## config.mk

```make
export PLATFORM = sky130hd
export DESIGN_NAME = curve_buffer_acquisition_trigger
export DESIGN_NICKNAME = d
export VERILOG_FILES = /design/src/curve_acq_pkg.sv /design/src/curve_buffer_acquisition_trigger.sv
export VERILOG_INCLUDE_DIRS = /design/src
export SDC_FILE = /design/constraint.sdc
export NUM_CORES = 1
export LEC_CHECK = 0
export ABC_CLOCK_PERIOD_IN_PS = 6500
export BUFFER_PORTS_ARGS = -buffer_cell sky130_fd_sc_hd__buf_4
export CORE_MARGIN = 1
export CORE_UTILIZATION = 64
export DETAILED_ROUTE_END_ITERATION = 8
export PLACE_DENSITY = 0.86
export REMOVE_ABC_BUFFERS = 1
export SLEW_MARGIN = 25
export SYNTH_ARGS = -nofsm -noshare
export SYNTH_HDL_FRONTEND = slang
export SYNTH_SLANG_ARGS = --single-unit
```

## constraint.sdc

```tcl
create_clock -name CLOCK -period 6.5 [get_ports CLOCK]
set_clock_uncertainty 0.15 [all_clocks]
set_input_delay 1.3 -clock CLOCK [delete_from_list [all_inputs] [get_ports CLOCK]]
set_output_delay 1.3 -clock CLOCK [all_outputs]
set_load 0.02 [all_outputs]
```

## src/curve_acq_defines.svh

```systemverilog
// Constants for the curve buffer acquisition trigger block.
// Assumes a single system clock; included by bare name.
`ifndef CURVE_ACQ_DEFINES_SVH
`define CURVE_ACQ_DEFINES_SVH

// System clock period
`define CLK_PERIOD_NS 100
// One microsecond, the storage interval unit
`define US_NS 1000
`define US_CYCLES (`US_NS / `CLK_PERIOD_NS)
// Storage interval floors in microseconds
`define MIN_INTERVAL_FAST_US 1
`define MIN_INTERVAL_STD_US 1000
// Internal auxiliary converter tick, 1 kHz
`define AUX_TICK_NS 1000000
`define AUX_TICK_CYCLES (`AUX_TICK_NS / `CLK_PERIOD_NS)
// Burst conversion spacing, 5 us per point
`define BURST_NS 5000
`define BURST_CYCLES (`BURST_NS / `CLK_PERIOD_NS)
// Width of one trigger output pulse
`define PULSE_NS 1000
`define PULSE_CYCLES (`PULSE_NS / `CLK_PERIOD_NS)
// Sweep link codes and highest triggered mode
`define LINK_FIRST 4'h9
`define LINK_LAST 4'hb
`define BUFFER_TRIGGER_INPUT_MODE_MAX 4'h9

`endif

```

## src/curve_acq_pkg.sv

```systemverilog
// Types shared by the curve buffer acquisition trigger block.
// Assumes nothing of its surroundings.
package curve_acq_pkg;

    // Acquisition state, Gray coded along idle, armed, run
    typedef enum logic [1:0] {
        ST_IDLE = 2'h0,
        ST_ARMED = 2'h1,
        ST_RUN = 2'h3
    } acq_state_t;

    // How a run comes to an end
    typedef enum logic [1:0] {
        STOP_COUNT = 2'h0,
        STOP_HALT = 2'h1,
        STOP_RISE = 2'h2,
        STOP_FALL = 2'h3
    } stop_kind_t;

endpackage

```

## src/curve_buffer_acquisition_trigger.sv

```systemverilog
// Curve buffer acquisition trigger: sample FIFO and acquisition control.
// Assumes commands are one-cycle pulses on CLOCK, trigger pins are async,
// and the buffer memory takes one write per cycle while MEM_READY is high.
//
// Overview of operation
// - Take-once starts at the current buffer position and stops at the point count.
// - A linked sweep (codes 9 to 11) starts together with acquisition.
// - Continuous code 0 stops on halt, 1 on rising, 2 on falling edge.
// - Continuous without a parameter acts as triggered mode 0.
// - The write pointer wraps so new points overwrite the oldest.
// - Triggered modes 0, 2, 4, 6, 8 and 9 arm and wait for the chosen input edge.
// - The trigger starts a run or takes a point, on either edge.
// - A run ends at the point count, on halt, or on a chosen edge.
// - Triggered modes 0 to 9 choose start, sample and stop conditions.
// - Trigger output pulses once per curve or once per stored point.
// - Trigger output polarity 0 gives rising, 1 gives falling edges.
// - Aux mode 0 converts on an internal tick, mode 1 on input pulses.
// - Aux mode 2 bursts the first input, mode 3 the first and second.
// - The storage interval is in us, floored at 1 fast or 1000 standard.
// - Status bit 5 flags new aux values after an external trigger.
`timescale 1ns/1ps
`include "curve_acq_defines.svh"

// ----------------------------------------------------------------------
// Sample FIFO
// ----------------------------------------------------------------------
module sample_fifo #(
    parameter int WIDTH = 16,
    parameter int DEPTH = 8
) (
    input wire logic clk,
    input wire logic rst_n,
    input wire logic in_valid,
    input wire logic [WIDTH-1:0] in_data,
    output logic in_ready,
    output logic out_valid,
    output logic [WIDTH-1:0] out_data,
    input wire logic out_ready
);
    localparam int AW = $clog2(DEPTH);
    logic [WIDTH-1:0] mem [DEPTH];
    logic [AW:0] wr_q;
    logic [AW:0] rd_q;
    wire push = in_valid & in_ready;
    wire pop = out_valid & out_ready;

    // Full when pointers differ only in the wrap bit
    assign in_ready = !((wr_q[AW] != rd_q[AW]) &&
                        (wr_q[AW-1:0] == rd_q[AW-1:0]));
    assign out_valid = wr_q != rd_q;
    assign out_data = mem[rd_q[AW-1:0]];

    // Storage array
    always_ff @(posedge clk) begin
        if (push) begin
            mem[wr_q[AW-1:0]] <= in_data;
        end
    end

    // Pointers
    always_ff @(posedge clk or negedge rst_n) begin
        if (!rst_n) begin
            wr_q <= '0;
            rd_q <= '0;
        end else begin
            wr_q <= wr_q + (AW+1)'(push);
            rd_q <= rd_q + (AW+1)'(pop);
        end
    end
endmodule

// ----------------------------------------------------------------------
// Acquisition control
// ----------------------------------------------------------------------
module curve_buffer_acquisition_trigger #(
    parameter int DATA_W = 16,
    parameter int ADDR_W = 10,
    parameter int FIFO_DEPTH = 8,
    parameter int INTERVAL_W = 20,
    parameter int AUX_TICK_CYC = `AUX_TICK_CYCLES
) (
    input wire logic CLOCK,
    input wire logic RESET_N,
    input wire logic TAKE_ONCE_CMD,
    input wire logic TAKE_CONTINUOUS_CMD,
    input wire logic CONT_PARAM_GIVEN,
    input wire logic [1:0] CONT_STOP_CODE,
    input wire logic TAKE_TRIGGERED_CMD,
    input wire logic [3:0] BUFFER_TRIGGER_INPUT_MODE,
    input wire logic HALT_CAPTURE_CMD,
    input wire logic [INTERVAL_W-1:0] STORAGE_INTERVAL,
    input wire logic FAST_MODE,
    input wire logic [ADDR_W:0] POINT_COUNT,
    input wire logic [3:0] SWEEP_LINK,
    input wire logic TRIGGER_OUTPUT_TYPE,
    input wire logic TRIGGER_OUTPUT_POLARITY,
    input wire logic [1:0] AUX_CONV_TRIGGER_MODE,
    input wire logic BUFFER_TRIGGER_INPUT,
    input wire logic AUX_CONV_TRIGGER_INPUT,
    input wire logic AUX_CONV_DONE,
    input wire logic STATUS_CLEAR,
    input wire logic [DATA_W-1:0] SAMPLE_DATA,
    input wire logic MEM_READY,
    output logic MEM_WE,
    output logic [ADDR_W-1:0] MEM_ADDR,
    output logic [DATA_W-1:0] MEM_WDATA,
    output logic TRIGGER_OUT,
    output logic SWEEP_START,
    output logic AUX_CONV_FIRST_START,
    output logic AUX_CONV_SECOND_START,
    output logic AUX_NEW_STATUS,
    output curve_acq_pkg::acq_state_t ACQ_STATE,
    output logic [ADDR_W:0] POINTS_STORED
);
    import curve_acq_pkg::*;

    localparam int US_CYC = `US_CYCLES;
    localparam int PW = $clog2(US_CYC + 1);
    localparam int AXW = $clog2(AUX_TICK_CYC + 1);
    localparam int BW = $clog2(`BURST_CYCLES + 1);
    localparam int TW = $clog2(`PULSE_CYCLES + 1);

    acq_state_t state_q, state_d;
    stop_kind_t stop_q;
    logic samp_ext_q, samp_fall_q, start_fall_q, pend_q;
    logic [1:0] sync1_q, sync2_q, sync3_q;
    logic [PW-1:0] presc_q;
    logic [INTERVAL_W-1:0] us_cnt_q;
    logic [ADDR_W:0] count_q;
    logic [ADDR_W-1:0] wptr_q;
    logic [TW-1:0] pulse_q, pulse_d;
    logic [AXW-1:0] aux_cnt_q;
    logic [BW-1:0] burst_q;
    logic ext_wait_q;
    logic fifo_in_ready, fifo_out_valid;
    logic [DATA_W-1:0] fifo_out_data;

    // ------------------------------------------------------------------
    // Trigger pin synchronisers and edge detect
    // ------------------------------------------------------------------
    wire [1:0] pin_raw = {AUX_CONV_TRIGGER_INPUT, BUFFER_TRIGGER_INPUT};
    genvar g;
    for (g = 0; g < 2; g++) begin : g_sync
        // Two stages, then a delayed copy for edges
        always_ff @(posedge CLOCK or negedge RESET_N) begin
            if (!RESET_N) begin
                sync1_q[g] <= 1'b0;
                sync2_q[g] <= 1'b0;
                sync3_q[g] <= 1'b0;
            end else begin
                sync1_q[g] <= pin_raw[g];
                sync2_q[g] <= sync1_q[g];
                sync3_q[g] <= sync2_q[g];
            end
        end
    end
    wire buffer_trigger_input_rise = sync2_q[0] & ~sync3_q[0];
    wire buffer_trigger_input_fall = ~sync2_q[0] & sync3_q[0];
    wire adc_pulse = sync2_q[1] & ~sync3_q[1];

    // ------------------------------------------------------------------
    // Command decode
    // ------------------------------------------------------------------
    wire bare_cont = TAKE_CONTINUOUS_CMD & ~CONT_PARAM_GIVEN;
    wire cont_go = TAKE_CONTINUOUS_CMD & CONT_PARAM_GIVEN;
    wire [3:0] mode = bare_cont ? 4'h0 : BUFFER_TRIGGER_INPUT_MODE;
    wire buffer_trigger_input_go = (TAKE_TRIGGERED_CMD | bare_cont) &&
                   mode <= `BUFFER_TRIGGER_INPUT_MODE_MAX;
    wire not_run = state_q != ST_RUN;
    wire cmd_take = not_run & ~HALT_CAPTURE_CMD &
                    (TAKE_ONCE_CMD | cont_go | buffer_trigger_input_go);
    // Triggered mode fields
    wire m_samp_ext = mode[0] & ~mode[3];
    wire m_samp_fall = mode[0] & mode[1] & ~mode[3];
    wire m_start_ext = ~m_samp_ext;
    wire m_start_fall = (mode == 4'h9) |
                        (~mode[3] & mode[1] & ~mode[0]);
    wire stop_kind_t m_stop = mode[3] ? (mode[0] ? STOP_RISE : STOP_FALL)
                            : (mode[2] ? STOP_HALT : STOP_COUNT);
    wire stop_kind_t c_stop = CONT_STOP_CODE == 2'h1 ? STOP_RISE :
                            CONT_STOP_CODE == 2'h2 ? STOP_FALL :
                            STOP_HALT;
    wire use_buffer_trigger_input = ~TAKE_ONCE_CMD & ~cont_go;
    wire stop_kind_t cfg_stop = TAKE_ONCE_CMD ? STOP_COUNT :
                              cont_go ? c_stop : m_stop;
    wire cfg_samp_ext = use_buffer_trigger_input & m_samp_ext;
    wire cfg_wait = use_buffer_trigger_input & m_start_ext;

    // ------------------------------------------------------------------
    // Acquisition state machine
    // ------------------------------------------------------------------
    wire run = state_q == ST_RUN;
    wire start_edge = state_q == ST_ARMED &
                      (start_fall_q ? buffer_trigger_input_fall : buffer_trigger_input_rise);
    wire stop_edge = run & ((stop_q == STOP_RISE & buffer_trigger_input_rise) |
                            (stop_q == STOP_FALL & buffer_trigger_input_fall));
    wire store = run & pend_q & fifo_in_ready;
    wire last_pt = (count_q + 1'b1) >= POINT_COUNT;
    wire count_done = store & stop_q == STOP_COUNT & last_pt;

    // Next state, halt overrides everything
    always_comb begin
        state_d = state_q;
        unique case (state_q)
            ST_IDLE, ST_ARMED: begin
                if (cmd_take) begin
                    state_d = cfg_wait ? ST_ARMED : ST_RUN;
                end else if (start_edge) begin
                    state_d = ST_RUN;
                end
            end
            ST_RUN: begin
                if (count_done || stop_edge) begin
                    state_d = ST_IDLE;
                end
            end
            default: begin
                state_d = ST_IDLE;
            end
        endcase
        if (HALT_CAPTURE_CMD) begin
            state_d = ST_IDLE;
        end
    end
    wire run_entry = not_run & state_d == ST_RUN;

    // State and run configuration
    always_ff @(posedge CLOCK or negedge RESET_N) begin
        if (!RESET_N) begin
            state_q <= ST_IDLE;
            stop_q <= STOP_COUNT;
            samp_ext_q <= 1'b0;
            samp_fall_q <= 1'b0;
            start_fall_q <= 1'b0;
        end else begin
            state_q <= state_d;
            if (cmd_take) begin
                stop_q <= cfg_stop;
                samp_ext_q <= cfg_samp_ext;
                samp_fall_q <= m_samp_fall;
                start_fall_q <= m_start_fall;
            end
        end
    end

    // ------------------------------------------------------------------
    // Point pacing
    // ------------------------------------------------------------------
    wire [INTERVAL_W-1:0] min_us = FAST_MODE ?
        INTERVAL_W'(`MIN_INTERVAL_FAST_US) :
        INTERVAL_W'(`MIN_INTERVAL_STD_US);
    wire [INTERVAL_W-1:0] interval = STORAGE_INTERVAL < min_us ?
        min_us : STORAGE_INTERVAL;
    wire stall = pend_q & ~fifo_in_ready;
    wire us_tick = run & ~stall & presc_q == PW'(US_CYC - 1);
    wire int_tick = us_tick & us_cnt_q == interval - 1'b1;
    wire samp_edge = run & samp_ext_q &
                     (samp_fall_q ? buffer_trigger_input_fall : buffer_trigger_input_rise);
    wire first_ext = cmd_take ? cfg_samp_ext : samp_ext_q;
    wire new_req = (run_entry & ~first_ext) |
                   (int_tick & ~samp_ext_q) | samp_edge;

    // Microsecond prescaler, interval counter and pending point
    always_ff @(posedge CLOCK or negedge RESET_N) begin
        if (!RESET_N) begin
            presc_q <= '0;
            us_cnt_q <= '0;
            pend_q <= 1'b0;
        end else begin
            if (!run || run_entry) begin
                presc_q <= '0;
            end else if (!stall) begin
                presc_q <= us_tick ? '0 : presc_q + 1'b1;
            end
            if (!run || int_tick) begin
                us_cnt_q <= '0;
            end else if (us_tick) begin
                us_cnt_q <= us_cnt_q + 1'b1;
            end
            pend_q <= (state_d == ST_RUN) & ((pend_q & ~store) | new_req);
        end
    end

    // ------------------------------------------------------------------
    // Sample FIFO and buffer write port
    // ------------------------------------------------------------------
    sample_fifo #(
        .WIDTH(DATA_W),
        .DEPTH(FIFO_DEPTH)
    ) u_fifo (
        .clk(CLOCK),
        .rst_n(RESET_N),
        .in_valid(run & pend_q),
        .in_data(SAMPLE_DATA),
        .in_ready(fifo_in_ready),
        .out_valid(fifo_out_valid),
        .out_data(fifo_out_data),
        .out_ready(MEM_READY)
    );
    wire pop = fifo_out_valid & MEM_READY;

    // Buffer writes; pointer keeps its place between runs
    always_ff @(posedge CLOCK or negedge RESET_N) begin
        if (!RESET_N) begin
            wptr_q <= '0;
            MEM_WE <= 1'b0;
            MEM_ADDR <= '0;
            MEM_WDATA <= '0;
            count_q <= '0;
        end else begin
            MEM_WE <= pop;
            if (pop) begin
                MEM_ADDR <= wptr_q;
                MEM_WDATA <= fifo_out_data;
                wptr_q <= wptr_q + 1'b1;
            end
            if (run_entry) begin
                count_q <= '0;
            end else if (store) begin
                count_q <= count_q + 1'b1;
            end
        end
    end

    // ------------------------------------------------------------------
    // Trigger output and sweep start
    // ------------------------------------------------------------------
    wire pulse_load = TRIGGER_OUTPUT_TYPE ? store : run_entry;
    always_comb begin
        pulse_d = '0;
        if (pulse_load) begin
            pulse_d = TW'(`PULSE_CYCLES);
        end else if (pulse_q != '0) begin
            pulse_d = pulse_q - 1'b1;
        end
    end
    wire link_ok = SWEEP_LINK >= `LINK_FIRST &&
                   SWEEP_LINK <= `LINK_LAST;

    // Pulse timer; active level set by polarity
    always_ff @(posedge CLOCK or negedge RESET_N) begin
        if (!RESET_N) begin
            pulse_q <= '0;
            TRIGGER_OUT <= 1'b0;
            SWEEP_START <= 1'b0;
        end else begin
            pulse_q <= pulse_d;
            TRIGGER_OUT <= TRIGGER_OUTPUT_POLARITY ^ (pulse_d != '0);
            SWEEP_START <= run_entry & link_ok;
        end
    end

    // ------------------------------------------------------------------
    // Auxiliary converter triggering
    // ------------------------------------------------------------------
    wire aux_tick = aux_cnt_q == AXW'(AUX_TICK_CYC - 1);
    wire burst_tick = burst_q == BW'(`BURST_CYCLES - 1);
    wire am_int = AUX_CONV_TRIGGER_MODE == 2'h0;
    wire am_ext = AUX_CONV_TRIGGER_MODE == 2'h1;
    wire am_burst = AUX_CONV_TRIGGER_MODE[1];
    wire conv_ext = am_ext & adc_pulse;
    wire conv_both = (am_int & aux_tick) | conv_ext;
    wire conv_burst = am_burst & run & burst_tick;
    wire status_set = AUX_CONV_DONE & ext_wait_q;

    // Tick counters, start strobes and new-value status
    always_ff @(posedge CLOCK or negedge RESET_N) begin
        if (!RESET_N) begin
            aux_cnt_q <= '0;
            burst_q <= '0;
            ext_wait_q <= 1'b0;
            AUX_CONV_FIRST_START <= 1'b0;
            AUX_CONV_SECOND_START <= 1'b0;
            AUX_NEW_STATUS <= 1'b0;
        end else begin
            aux_cnt_q <= aux_tick ? '0 : aux_cnt_q + 1'b1;
            burst_q <= (!run || burst_tick) ? '0 : burst_q + 1'b1;
            AUX_CONV_FIRST_START <= conv_both | conv_burst;
            AUX_CONV_SECOND_START <= conv_both |
                (conv_burst & AUX_CONV_TRIGGER_MODE[0]);
            ext_wait_q <= conv_ext | (ext_wait_q & ~AUX_CONV_DONE);
            AUX_NEW_STATUS <= status_set |
                (AUX_NEW_STATUS & ~STATUS_CLEAR);
        end
    end

    assign ACQ_STATE = state_q;
    assign POINTS_STORED = count_q;
endmodule

```

==> impl_results.md, run 1 <==
* Antenna fix cells at 0
* Top cell type's share of synthesized area at approximately 33%
* Ys async rst share at 49.2%
* Top cell type by total area after synthesis: edfxtp_1
* Simple-Gate Fraction of Synth Area at a little over an eighth
* CTS Buffer Depth at 3
* Netlist cell types at 63
* Fmax at between 150 and 200 MHz
* Pwr Density at about 320 nW/um^2
* Max IR drop VDD at around 340 uV
* Proportion of synthesized area in mux cells at approximately 8.0%
* Clock-pin slew on the worst setup and hold paths at approximately 0.06 ns
* Final cycle utilization of the critical path at about four fifths
* Slew HR at about a third
* Unrepaired setup endpoints after global routing: false
* # Max-Cap Violations at 0
* Max Slew Vio Count at 0
* Post-synth EDFFs at ~130
* Most common cell in the netlist: edfxtp_1
* Data required, critical path at about 6.7 ns
* IO Count at about 120
* RePlAce Congestion at ~0.96
* Fillers at approximately 1,100
* Synth Area in XOR/XNOR at 6.60%
* Initial antenna violation count at 0
* Setup bufs post-CTS at 0
* Main synth FF type: edfxtp_1
* Vias at between 7,000 and 8,000
* Synth top area cells: edfxtp_1 33%, dfrtp_1 27%, mux4_2 6.2%, nand2_1 3.5%, xor2_1 3.5%
* Largest family of logic cells by synthesized area: simple AND/OR/NAND/NOR gates
* Port Buffers at roughly 120
* Post-Synth Adder-Cell Area at approximately 3.3%
* Worst min path class: register to register
* Multi-input logic area at between 4000 and 5000 sq um
* Setup TNS Final at 0 ns
* Critical Path Fanout Max at 20
* Share of layout cells above drive strength 1 at a little over a fifth
* Clock root cell: clkbuf_16
* Synth Area in Compound Gates at between 6 and 7%
* Area Growth Syn to Fin at 17.0%
* Yosys warns at 0
* Yosys reg bits at between 200 and 300
* First-pass GRT wire length at 40.5 mm
* Vias in the first global route at between 7,000 and 8,000
* CTS resizes at 0
* Endpoint class of the critical path: register
* Final Non-Filler Cells at around 1,300
* Row Count at 49
* Mapped Cells at around 940
* Mean Syn Cell Area at 12.4 sq um
* Drt first pass iters at 5
* Die area at 18,800 sq um
* Final min period at approximately 5.1 ns
* Total power draw at roughly 0.0044 W
* Initial DRC count at between 500 and 600
* Lkg Pwr at 5.59 nW
* CTS Buf Count at 24
* R2r setup slk at 3.07 ns
* Sink Count at about 250
* H-tree depth at 1
* Drc violations at 0
* Final core occ at 76.3%
* Worst slew pin tran at about 1 ns
* Layout Nets at roughly 1,200
* CTS Hold Bufs at 0
* Post-synth top cells: 128 x edfxtp_1, 124 x dfrtp_1, 110 x nand2_1, 77 x nor2_1, 47 x xor2_1
* Post-DP HPWL at 16.1 mm
* Drt wl/cell at 20.0 um
* Worst Setup Start Kind: input pin
* Pin count of the biggest net entering global routing at between 60 and 70
* GR Overflow Total at 0
* Routed vias/inst at around 6.1
* Final Setup Violations at 0
* Worst skew pair latency at 0.53 ns
* Final WL at between 20 and 30 mm
* Core area at around 18,000 sq um
* Register area at just under 7000 sq um
* Netlist Area Pre-Place at ~12,000 sq um
* WS Path Type: input pin to register
* Fin. Hold Viols at 0
* Die span in x at 137 um
* Starting Density at 65.2%
* CTS tree: done
* Antenna viol nets, final at 0
* GRT Total Usage at between 20 and 30%
* Placed Instances at 1,259
* Run status: completed
* Die H at around 140 um
* Sequential fraction of the synthesis area at about three fifths
* Critical Path AT at 5.38 ns
[worst max-delay path: stages]
cell,delay (ns)
buf_4,0.17
ha_1,0.32
a211o_1,0.29
a211oi_1,0.36
o21a_1,0.22
o21ai_1,0.13
a21oi_1,0.19
ha_1,0.33
nor4b_1,0.45
nand2_1,0.12
xnor2_1,0.16
o2111ai_1,0.14
mux2i_1,0.17
o2111ai_1,0.12
nor4_1,0.31
a31o_2,0.48
nor2_1,0.11
[registers in the layout (all words and copies together), names as in the netlist, 4 cells and up]
name	flops
u_fifo.mem	128
us_cnt_q	20
MEM_WDATA	16
aux_cnt_q	14
POINTS_STORED	11
MEM_ADDR	10
wptr_q	10
burst_q	6
presc_q	4
pulse_q	4
u_fifo.rd_q	4
u_fifo.wr_q	4
[area by class of cell]
type	count	area share, %
Clock buffer	33	5.01
Clock inverter	11	0.788
Inverter	26	0.714
Multi-Input combinational cell	623	33.3
Sequential cell	252	50.9
Tap cell	229	2.10
Timing Repair Buffer	131	7.25
[placed cells by master, fill, tap and decap left out, types with 13 or more instances in the layout]
master,Yosys,layout
clkbuf_16,0,24
nand4_1,15,15
nor3_1,21,18
ha_1,31,31
nand3_1,33,33
mux2i_1,20,20
dfrtp_1,124,123
inv_1,25,25
a21oi_1,14,14
o21ai_0,45,45
xnor2_1,41,41
and3_1,13,13
nor2_1,77,77
xor2_1,47,47
edfxtp_1,128,128
buf_4,0,129
nand2_1,110,110
mux4_2,32,32
[report_power, final]
| group | total [W] | internal (W) | switching (W) |
|---|---|---|---|
| sequential | 0.00194 | 0.00181 | 0.000126 |
| combinational | 0.00104 | 0.000465 | 0.000573 |
| clock | 0.00137 | 0.000782 | 0.000589 |
[worst paths after layout]
kind,from,endpoint,cells after the start
min in group asynchronous,RESET_N,MEM_WDATA[15]$_DFFE_PN0P_,1
hold / removal,sync1_q[0]$_DFF_PN0_,sync2_q[0]$_DFF_PN0_,0
hold reg to reg,sync1_q[0]$_DFF_PN0_,sync2_q[0]$_DFF_PN0_,0
setup reg to reg,POINTS_STORED[0]$_DFFE_PN0P_,ACQ_STATE[1]$_DFF_PN0_,12
setup / recovery,FAST_MODE,us_cnt_q[2]$_DFFE_PN0P_,17
max in group asynchronous,RESET_N,u_fifo.rd_q[0]$_DFF_PN0_,2
[metal layers]
| metal | GRT usage (%) | share of wire (%) |
|---|---|---|
| met1 | 35.1 | 38 |
| met4 | 12.0 | 3.5 |
| met5 | 0 | 0 |
| met2 | 49.2 | 52 |
| met3 | 4.59 | 6.4 |
[logic make-up (layout without fill, tap and decap cells)]
family,after synthesis,after routing
AND/OR/NAND/NOR,331,331
flip-flops,252,252
AO/OA/AOI/OAI,120,120
XOR/XNOR,88,88
buffers and inverters,63,201
multiplexers,53,53
adder cells (fa/ha/maj),31,31
[through the flow]
| step | hold slack, ns | setup WS [ns] | area (sq um) |
|---|---|---|---|
| floorplan | 0.181 | 1.39 | 11500 |
| global placement | 0.185 | 1.02 | 12800 |
| detailed placement | 0.207 | 0.837 | 12800 |
| CTS | 0.215 | 1.37 | 13600 |
| global route | 0.231 | 0.827 | 13700 |
| finish | 0.221 | 1.35 | 13700 |
(Power assumes the default switching activity.)
==> run 2: changes to the inputs <==
- ABC_CLOCK_PERIOD_IN_PS: 6500 -> 4400
- CORE_UTILIZATION: 64 -> 53
- PLACE_DENSITY: 0.86 -> 0.76
- clock period: 6.5 -> 4.4 ns (I/O delays scaled with it)
==> run 2 against run 1 <==
Utilization shrank 11 points. Sequential power grew 47%. Die area grew 20%. Via count shrank 2.3%. Routed wire length shrank 6.0%. First-iteration DRC count shrank 12%. Clock-buffer cell count grew 1. Cell area grew 2.5%. Setup slack lost 1.1 ns.
==> impl_results.md, run 2 (synthesis gave the netlist of run 1 again) <==
* GRT Total Usage at 22.5% (was 28.3%)
* Share of layout cells above drive strength 1 at 23.8% (was 20.9%)
* Worst Setup Start Kind: input pin (unchanged)
* Post-DP HPWL at 16.2 mm (was 16.1 mm)
* CTS Buf Count at 26 (was 24)
* Final Setup Violations at 0 (unchanged)
* R2r endpoint: ACQ_STATE[1]$_DFF_PN0_ (unchanged)
* Pin count of the biggest net entering global routing at 61 (was 65)
* Die span in x at 150 um (was 137 um)
* Port Buffers at 118 (unchanged)
* Fin. Hold Viols at 0 (unchanged)
* Starting Density at 54.8% (was 65.2%)
* Unrepaired setup endpoints after global routing: false (unchanged)
* Critical Path AT at 4.45 ns (was 5.38 ns)
* CP startpoint: FAST_MODE (unchanged)
* Initial DRC count at 441 (was 503)
* Antenna viol nets, final at 0 (unchanged)
* Slew HR at 46.7% (was 31.4%)
* Antenna fix cells at 0 (unchanged)
* Final Cell Area at 14,000 sq um (was 13,700 sq um)
* GR Overflow Total at 0 (unchanged)
* Pre-CTS setup slack at -0.407 ns (was 0.837 ns)
* RePlAce Congestion at 0.919 (was 0.956)
* Max IR drop VDD at 432 uV (was 336 uV)
* Pwr Density at 462 nW/um^2 (was 318 nW/um^2)
* Commonest cells after routing, fill and taps aside: 162 x buf_4, 128 x edfxtp_1, 123 x dfrtp_1 (was 129 x buf_4, 128 x edfxtp_1, 123 x dfrtp_1)
* Initial antenna violation count at 0 (unchanged)
* Largest register FFs at 128 (unchanged)
* Vias in the first global route at 7,664 (was 7,994)
* Layout Nets at 1,197 (was 1,163)
* First-pass GRT wire length at 39.4 mm (was 40.5 mm)
* Sink Count at 252 (unchanged)
* Routed vias/inst at 5.59 (was 6.07)
* Endpoint class of the critical path: register (unchanged)
* CTS Buffer Depth at 3 (unchanged)
* Register area at 6950 sq um (unchanged)
* Post-DP Area at 13,100 sq um (was 12,800 sq um)
* Vias at 7,743 (was 7,924)
* Critical Path Fanout Max at 20 (unchanged)
* Die H at 150 um (was 137 um)
* IO Count at 119 (unchanged)
* Met3 Use GR at 3.61% (was 4.59%)
* Row Count at 53 (was 49)
* Worst slew pin tran at 0.800 ns (was 1.03 ns)
* Data required, critical path at 4.70 ns (was 6.73 ns)
* CP endpoint: us_cnt_q[15]$_DFFE_PN0P_ (was us_cnt_q[2]$_DFFE_PN0P_)
* # Max-Cap Violations at 0 (unchanged)
* Area Growth Syn to Fin at 20.0% (was 17.0%)
* Clock root cell: clkbuf_16 (unchanged)
* Die area at 22,600 sq um (was 18,800 sq um)
* R2r setup slk at 1.06 ns (was 3.07 ns)
* Drt wl/cell at 17.7 um (was 20.0 um)
* Fin worst setup slack at 0.250 ns (was 1.35 ns)
* Clock-pin slew on the worst setup and hold paths at 0.06 ns (about the same)
* Met2 Use GR at 38.2% (was 49.2%)
* Worst skew pair latency at 0.54 ns (was 0.53 ns)
* Core area at 21,300 sq um (was 17,900 sq um)
* Run status: completed (unchanged)
* Drt first pass iters at 5 (unchanged)
* GR peak layer: met2 (unchanged)
* H-tree depth at 1 (unchanged)
* Drc violations at 0 (unchanged)
* Worst min path class: register to register (unchanged)
* Hold path depth at 0 (unchanged)
* Multi-input logic area at 4530 sq um (was 4550 sq um)
* Max Slew Vio Count at 0 (unchanged)
* Fmax at approximately 240 MHz
* WS Path Type: input pin to register (unchanged)
* Fillers at 1,551 (was 1,064)
* CTS Hold Bufs at 0 (unchanged)
* CTS tree: done (unchanged)
* Commonest non-fill, non-tap cell in the layout: buf_4 (unchanged)
* Final min period at a little over 4 ns
* Setup bufs post-CTS at 0 (unchanged)
* Lkg Pwr at 5.80 nW (was 5.59 nW)
* Final cycle utilization of the critical path at ~94%
* R2R cell count at 12 (unchanged)
* Worst r2r src: POINTS_STORED[0]$_DFFE_PN0P_ (unchanged)
* Final WL at 24.5 mm (was 26.1 mm)
* Met1 usage at 30.3% (was 35.1%)
## run 2: cell count changes in the layout (fill, tap and decap cells not counted), moves of 2 or more
cell and change:
buf_4 +33, buf_6 -2, clkbuf_16 +2, clkinv_2 +3, nor3_2 +3, nor3_4 -3, nor3b_2 +2, nor3b_4 -2
## run 2: worst min-delay path by stage
stage                      endpoint                 start
2_1_floorplan  sync2_q[0]$_DFF_PN0_  sync1_q[0]$_DFF_PN0_
3_3_place_gp   sync2_q[0]$_DFF_PN0_  sync1_q[0]$_DFF_PN0_
3_5_place_dp   sync2_q[0]$_DFF_PN0_  sync1_q[0]$_DFF_PN0_
4_1_cts        sync2_q[0]$_DFF_PN0_  sync1_q[0]$_DFF_PN0_
5_1_grt        sync2_q[0]$_DFF_PN0_  sync1_q[0]$_DFF_PN0_
6_report       sync2_q[0]$_DFF_PN0_  sync1_q[0]$_DFF_PN0_
## run 2: report_power, final
group / internal [W] / leakage, nW / switching (W) / total [W]
logic: 0.000701 / 2.60 / 0.000784 / 0.00148
clock network: 0.00123 / 0.419 / 0.000889 / 0.00212
registers: 0.00268 / 2.78 / 0.000176 / 0.00286
## run 2: worst max-delay path, cell delays in order
cell and delay [ns]:
buf_4 0.13, buf_4 0.17, ha_1 0.28, or3_1 0.34
nand4_1 0.11, o21a_1 0.16, o21ai_1 0.12, a21oi_1 0.21
ha_1 0.19, nor4b_2 0.19, buf_4 0.16, nand2_1 0.07
or3_1 0.42, nand2_1 0.13, o31ai_1 0.08, or2_2 0.30
a31o_2 0.22, buf_12 0.15, nor2_1 0.11
## run 2: stage by stage
stage / power [W] / util [%] / TNS, ns / hold WS (ns) / instances
after global routing: 0.00677 / 65.8 / 0 / 0.209 / 1385
final: 0.00646 / 65.8 / 0 / 0.204 / 1385
after detailed placement: 0.00440 / 61.7 / -8.29 / 0.191 / 1339
after CTS: 0.00653 / 65.7 / 0 / 0.206 / 1385
after floorplan: 0.00382 / - / -8.42 / 0.181 / 901
after global placement: 0.00436 / 61.7 / -4.45 / 0.186 / 1339
## run 2: area by class of cell
class                      count  share of cell area (%)
tap                          275                    2.46
clock inverter                12                   0.822
multi-input combinational    623                    32.4
clock buffer                  34                    5.22
timing repair buffer         163                    8.83
inverter                      26                   0.697
sequential                   252                    49.6
## run 2: timing repair
action / in CTS / in global routing
endpoints found under the hold margin: 0 / 0
endpoints found under the setup margin: 0 / 21
gates resized for setup: 0 / 3
## run 2: per-layer routing
layer | up-vias | part of all wire (%)
met5 | - | 0
met4 | 0 | 2.2
met3 | 44 | 5.5
met2 | 175 | 50
met1 | 3790 | 42
li1 | 3734 | -
==> run 3: changes to the inputs <==
- REMOVE_ABC_BUFFERS: 1 -> default
==> run 3 against run 2 <==
Routed wire length fell by 0.56%. Setup slack improved by 0.054 ns. Utilization increased by 0.14 points. Sequential power barely moved. Power grew 1.8%. Flip-flop and latch count is the same. Critical path depth up 1. Critical path type unchanged. Critical endpoint is now us_cnt_q[0]$_DFFE_PN0P_.
==> impl_results.md, run 3 (synthesis gave the netlist of run 1 again) <==
* R2r setup slk at 1.13 ns (was 1.06 ns)
* Drt first pass iters at 5 (unchanged)
* Worst Setup Start Kind: input pin (unchanged)
* Initial antenna violation count at 0 (unchanged)
* Placed Instances at 1,334 (was 1,339)
* GR Overflow Total at 0 (unchanged)
* RePlAce Congestion at 0.959 (was 0.919)
* Worst skew pair latency at 0.54 ns (about the same)
* Pin count of the biggest net entering global routing at 71 (was 61)
* Buffers & Inverters on Critical Path at 5 (was 4)
* Final Setup Violations at 0 (unchanged)
* Critical Path AT at 4.35 ns (was 4.45 ns)
* Critical Path Fanout Max at 20 (unchanged)
* Setup TNS Final at 0 ns (unchanged)
* Sink Count at 252 (unchanged)
* Initial DRC count at 485 (was 441)
* Hold path depth at 0 (unchanged)
* H-tree depth at 1 (unchanged)
* Hold EP: sync2_q[1]$_DFF_PN0_ (was sync2_q[0]$_DFF_PN0_)
* Row Count at 53 (unchanged)
* Vias at 7,754 (was 7,743)
* Largest register FFs at 128 (unchanged)
* Final cycle utilization of the critical path at 93.1% (was 94.3%)
* Final WL at 24.4 mm (was 24.5 mm)
* CP max stage delay at 0.30 ns (was 0.42 ns)
* CP max stage cell: a211o_1 (was or3_1)
* Lkg Pwr at 5.80 nW (about the same)
* Die area at 22,600 sq um (unchanged)
* Max IR drop VDD at 460 uV (was 432 uV)
* Clock-pin slew on the worst setup and hold paths at 0.06 ns (about the same)
* Starting Density at 54.8% (unchanged)
* Max Slew Vio Count at 0 (unchanged)
* Final core occ at 65.9% (was 65.8%)
* Slew HR at 37.5% (was 46.7%)
* Syn nets at between 1,000 and 1,500
* Drt wl/cell at 17.6 um (was 17.7 um)
* Unrepaired setup endpoints after global routing: false (unchanged)
* Data required, critical path at 4.66 ns (was 4.70 ns)
* Pwr Density at 469 nW/um^2 (was 462 nW/um^2)
* Final min period at 4.10 ns (was 4.15 ns)
* Drc violations at 0 (unchanged)
* Commonest non-fill, non-tap cell in the layout: buf_4 (unchanged)
* Worst min path class: register to register (unchanged)
* CTS resizes at 0 (unchanged)
* Total power draw at 0.00658 W (was 0.00646 W)
* Antenna viol nets, final at 0 (unchanged)
* Commonest cells after routing, fill and taps aside: 157 x buf_4, 128 x edfxtp_1, 123 x dfrtp_1 (was 162 x buf_4, 128 x edfxtp_1, 123 x dfrtp_1)
* Die span in x at 150 um (unchanged)
* Port Buffers at 118 (unchanged)
* Final Non-Filler Cells at 1,382 (was 1,385)
* GRT Total Usage at 22.2% (was 22.5%)
* Die H at 150 um (unchanged)
* Run status: completed (unchanged)
* CP top delay family: compound AO/OA/AOI/OAI gates (was simple AND/OR/NAND/NOR gates)
* Core area at 21,300 sq um (unchanged)
* Worst path cell trace: buf_4 -> ha_1 -> a211o_1 -> a211oi_2 -> o21a_1 -> o21ai_2 -> nor2_1 -> a21oi_1 -> ha_1 -> buf_4 -> buf_4 -> nor4_1 -> o211ai_1 -> mux2i_1 -> o2111ai_1 -> nor4_1 -> buf_4 -> a31o_2 -> buf_12 -> nor2_1 (was buf_4 -> buf_4 -> ha_1 -> or3_1 -> nand4_1 -> o21a_1 -> o21ai_1 -> a21oi_1 -> ha_1 -> nor4b_2 -> buf_4 -> nand2_1 -> or3_1 -> nand2_1 -> o31ai_1 -> or2_2 -> a31o_2 -> buf_12 -> nor2_1)
* R2R cell count at 12 (unchanged)
* Fin. Hold Viols at 0 (unchanged)
* CTS Buf Count at 26 (unchanged)
* Endpoint class of the critical path: register (unchanged)
* Antenna fix cells at 0 (unchanged)
* R2r endpoint: ACQ_STATE[1]$_DFF_PN0_ (unchanged)
* # Max-Cap Violations at 0 (unchanged)
* Vias in the first global route at 7,731 (was 7,664)
* WHS at 0.198 ns (was 0.204 ns)
* Post-DP HPWL at 16.3 mm (was 16.2 mm)
* Area Growth Syn to Fin at 20.2% (was 20.0%)
* Worst slew pin tran at 0.933 ns (was 0.800 ns)
* Share of layout cells above drive strength 1 at 23.3% (was 23.8%)
* Clock root cell: clkbuf_16 (unchanged)
* Routed vias/inst at 5.61 (was 5.59)
* Worst r2r src: POINTS_STORED[0]$_DFFE_PN0P_ (unchanged)
* IO Count at 119 (unchanged)
* Layout Nets at 1,192 (was 1,197)
* Fmax at 244 MHz (was 241 MHz)
* CTS Hold Bufs at 0 (unchanged)
* Min-delay src: sync1_q[1]$_DFF_PN0_ (was sync1_q[0]$_DFF_PN0_)
* Setup bufs post-CTS at 0 (unchanged)
* Most frequent CP cell: buf_4 (unchanged)
* CTS tree: done (unchanged)
* First-pass GRT wire length at 38.8 mm (was 39.4 mm)
* WS Path Type: input pin to register (unchanged)
* CTS Buffer Depth at 3 (unchanged)
## run 3: worst max path at each step
stage | startpoint | endpoint | cells after the start
after floorplan | STORAGE_INTERVAL[9] | us_cnt_q[1]$_DFFE_PN0P_ | 18
after global placement | FAST_MODE | us_cnt_q[3]$_DFFE_PN0P_ | 20
after detailed placement | FAST_MODE | us_cnt_q[17]$_DFFE_PN0P_ | 20
after CTS | FAST_MODE | us_cnt_q[17]$_DFFE_PN0P_ | 20
after global routing | FAST_MODE | us_cnt_q[11]$_DFFE_PN0P_ | 20
final | FAST_MODE | us_cnt_q[0]$_DFFE_PN0P_ | 20
## run 3: area by class of cell
class,instances,area [sq um]
Fill cell,1556,7250
Timing Repair Buffer,158,1200
Clock inverter,12,188
Sequential cell,252,6950
Tap cell,275,344
Inverter,26,97.6
Multi-Input combinational cell,623,4540
Clock buffer,36,718
## run 3: power by group
group / internal [W] / switching [W] / total (W) / leakage [nW]
Sequential: 0.00268 / 0.000171 / 0.00285 / 2.78
Combinational: 0.000698 / 0.000768 / 0.00147 / 2.57
Clock: 0.00138 / 0.000881 / 0.00226 / 0.442
Total: 0.00476 / 0.00182 / 0.00658 / 5.80
## run 3: worst register-to-register path: cells and delay by family, from the launching register on
family | cells | cell delay [ns]
XOR/XNOR | 1 | 0.16
AND/OR/NAND/NOR | 8 | 1.55
AO/OA/AOI/OAI | 1 | 0.31
adder cells (fa/ha/maj) | 2 | 0.53
flip-flops | 1 | 0.44
## run 3: layer usage
metal	share of wire (%)	routed length (um)	GRT usage, %
met5	0	0	0
met4	2.3	567	6.52
met2	51	12400	38.9
met3	5.0	1220	3.70
met1	42	10100	28.2
## run 3: through the flow
| stage | setup WS [ns] | area (sq um) |
|---|---|---|
| floorplan | 0.00835 | 11700 |
| global placement | -0.114 | 13100 |
| detailed placement | -0.196 | 13100 |
| CTS | 0.327 | 14000 |
| global route | 0.0562 | 14000 |
| finish | 0.304 | 14000 |
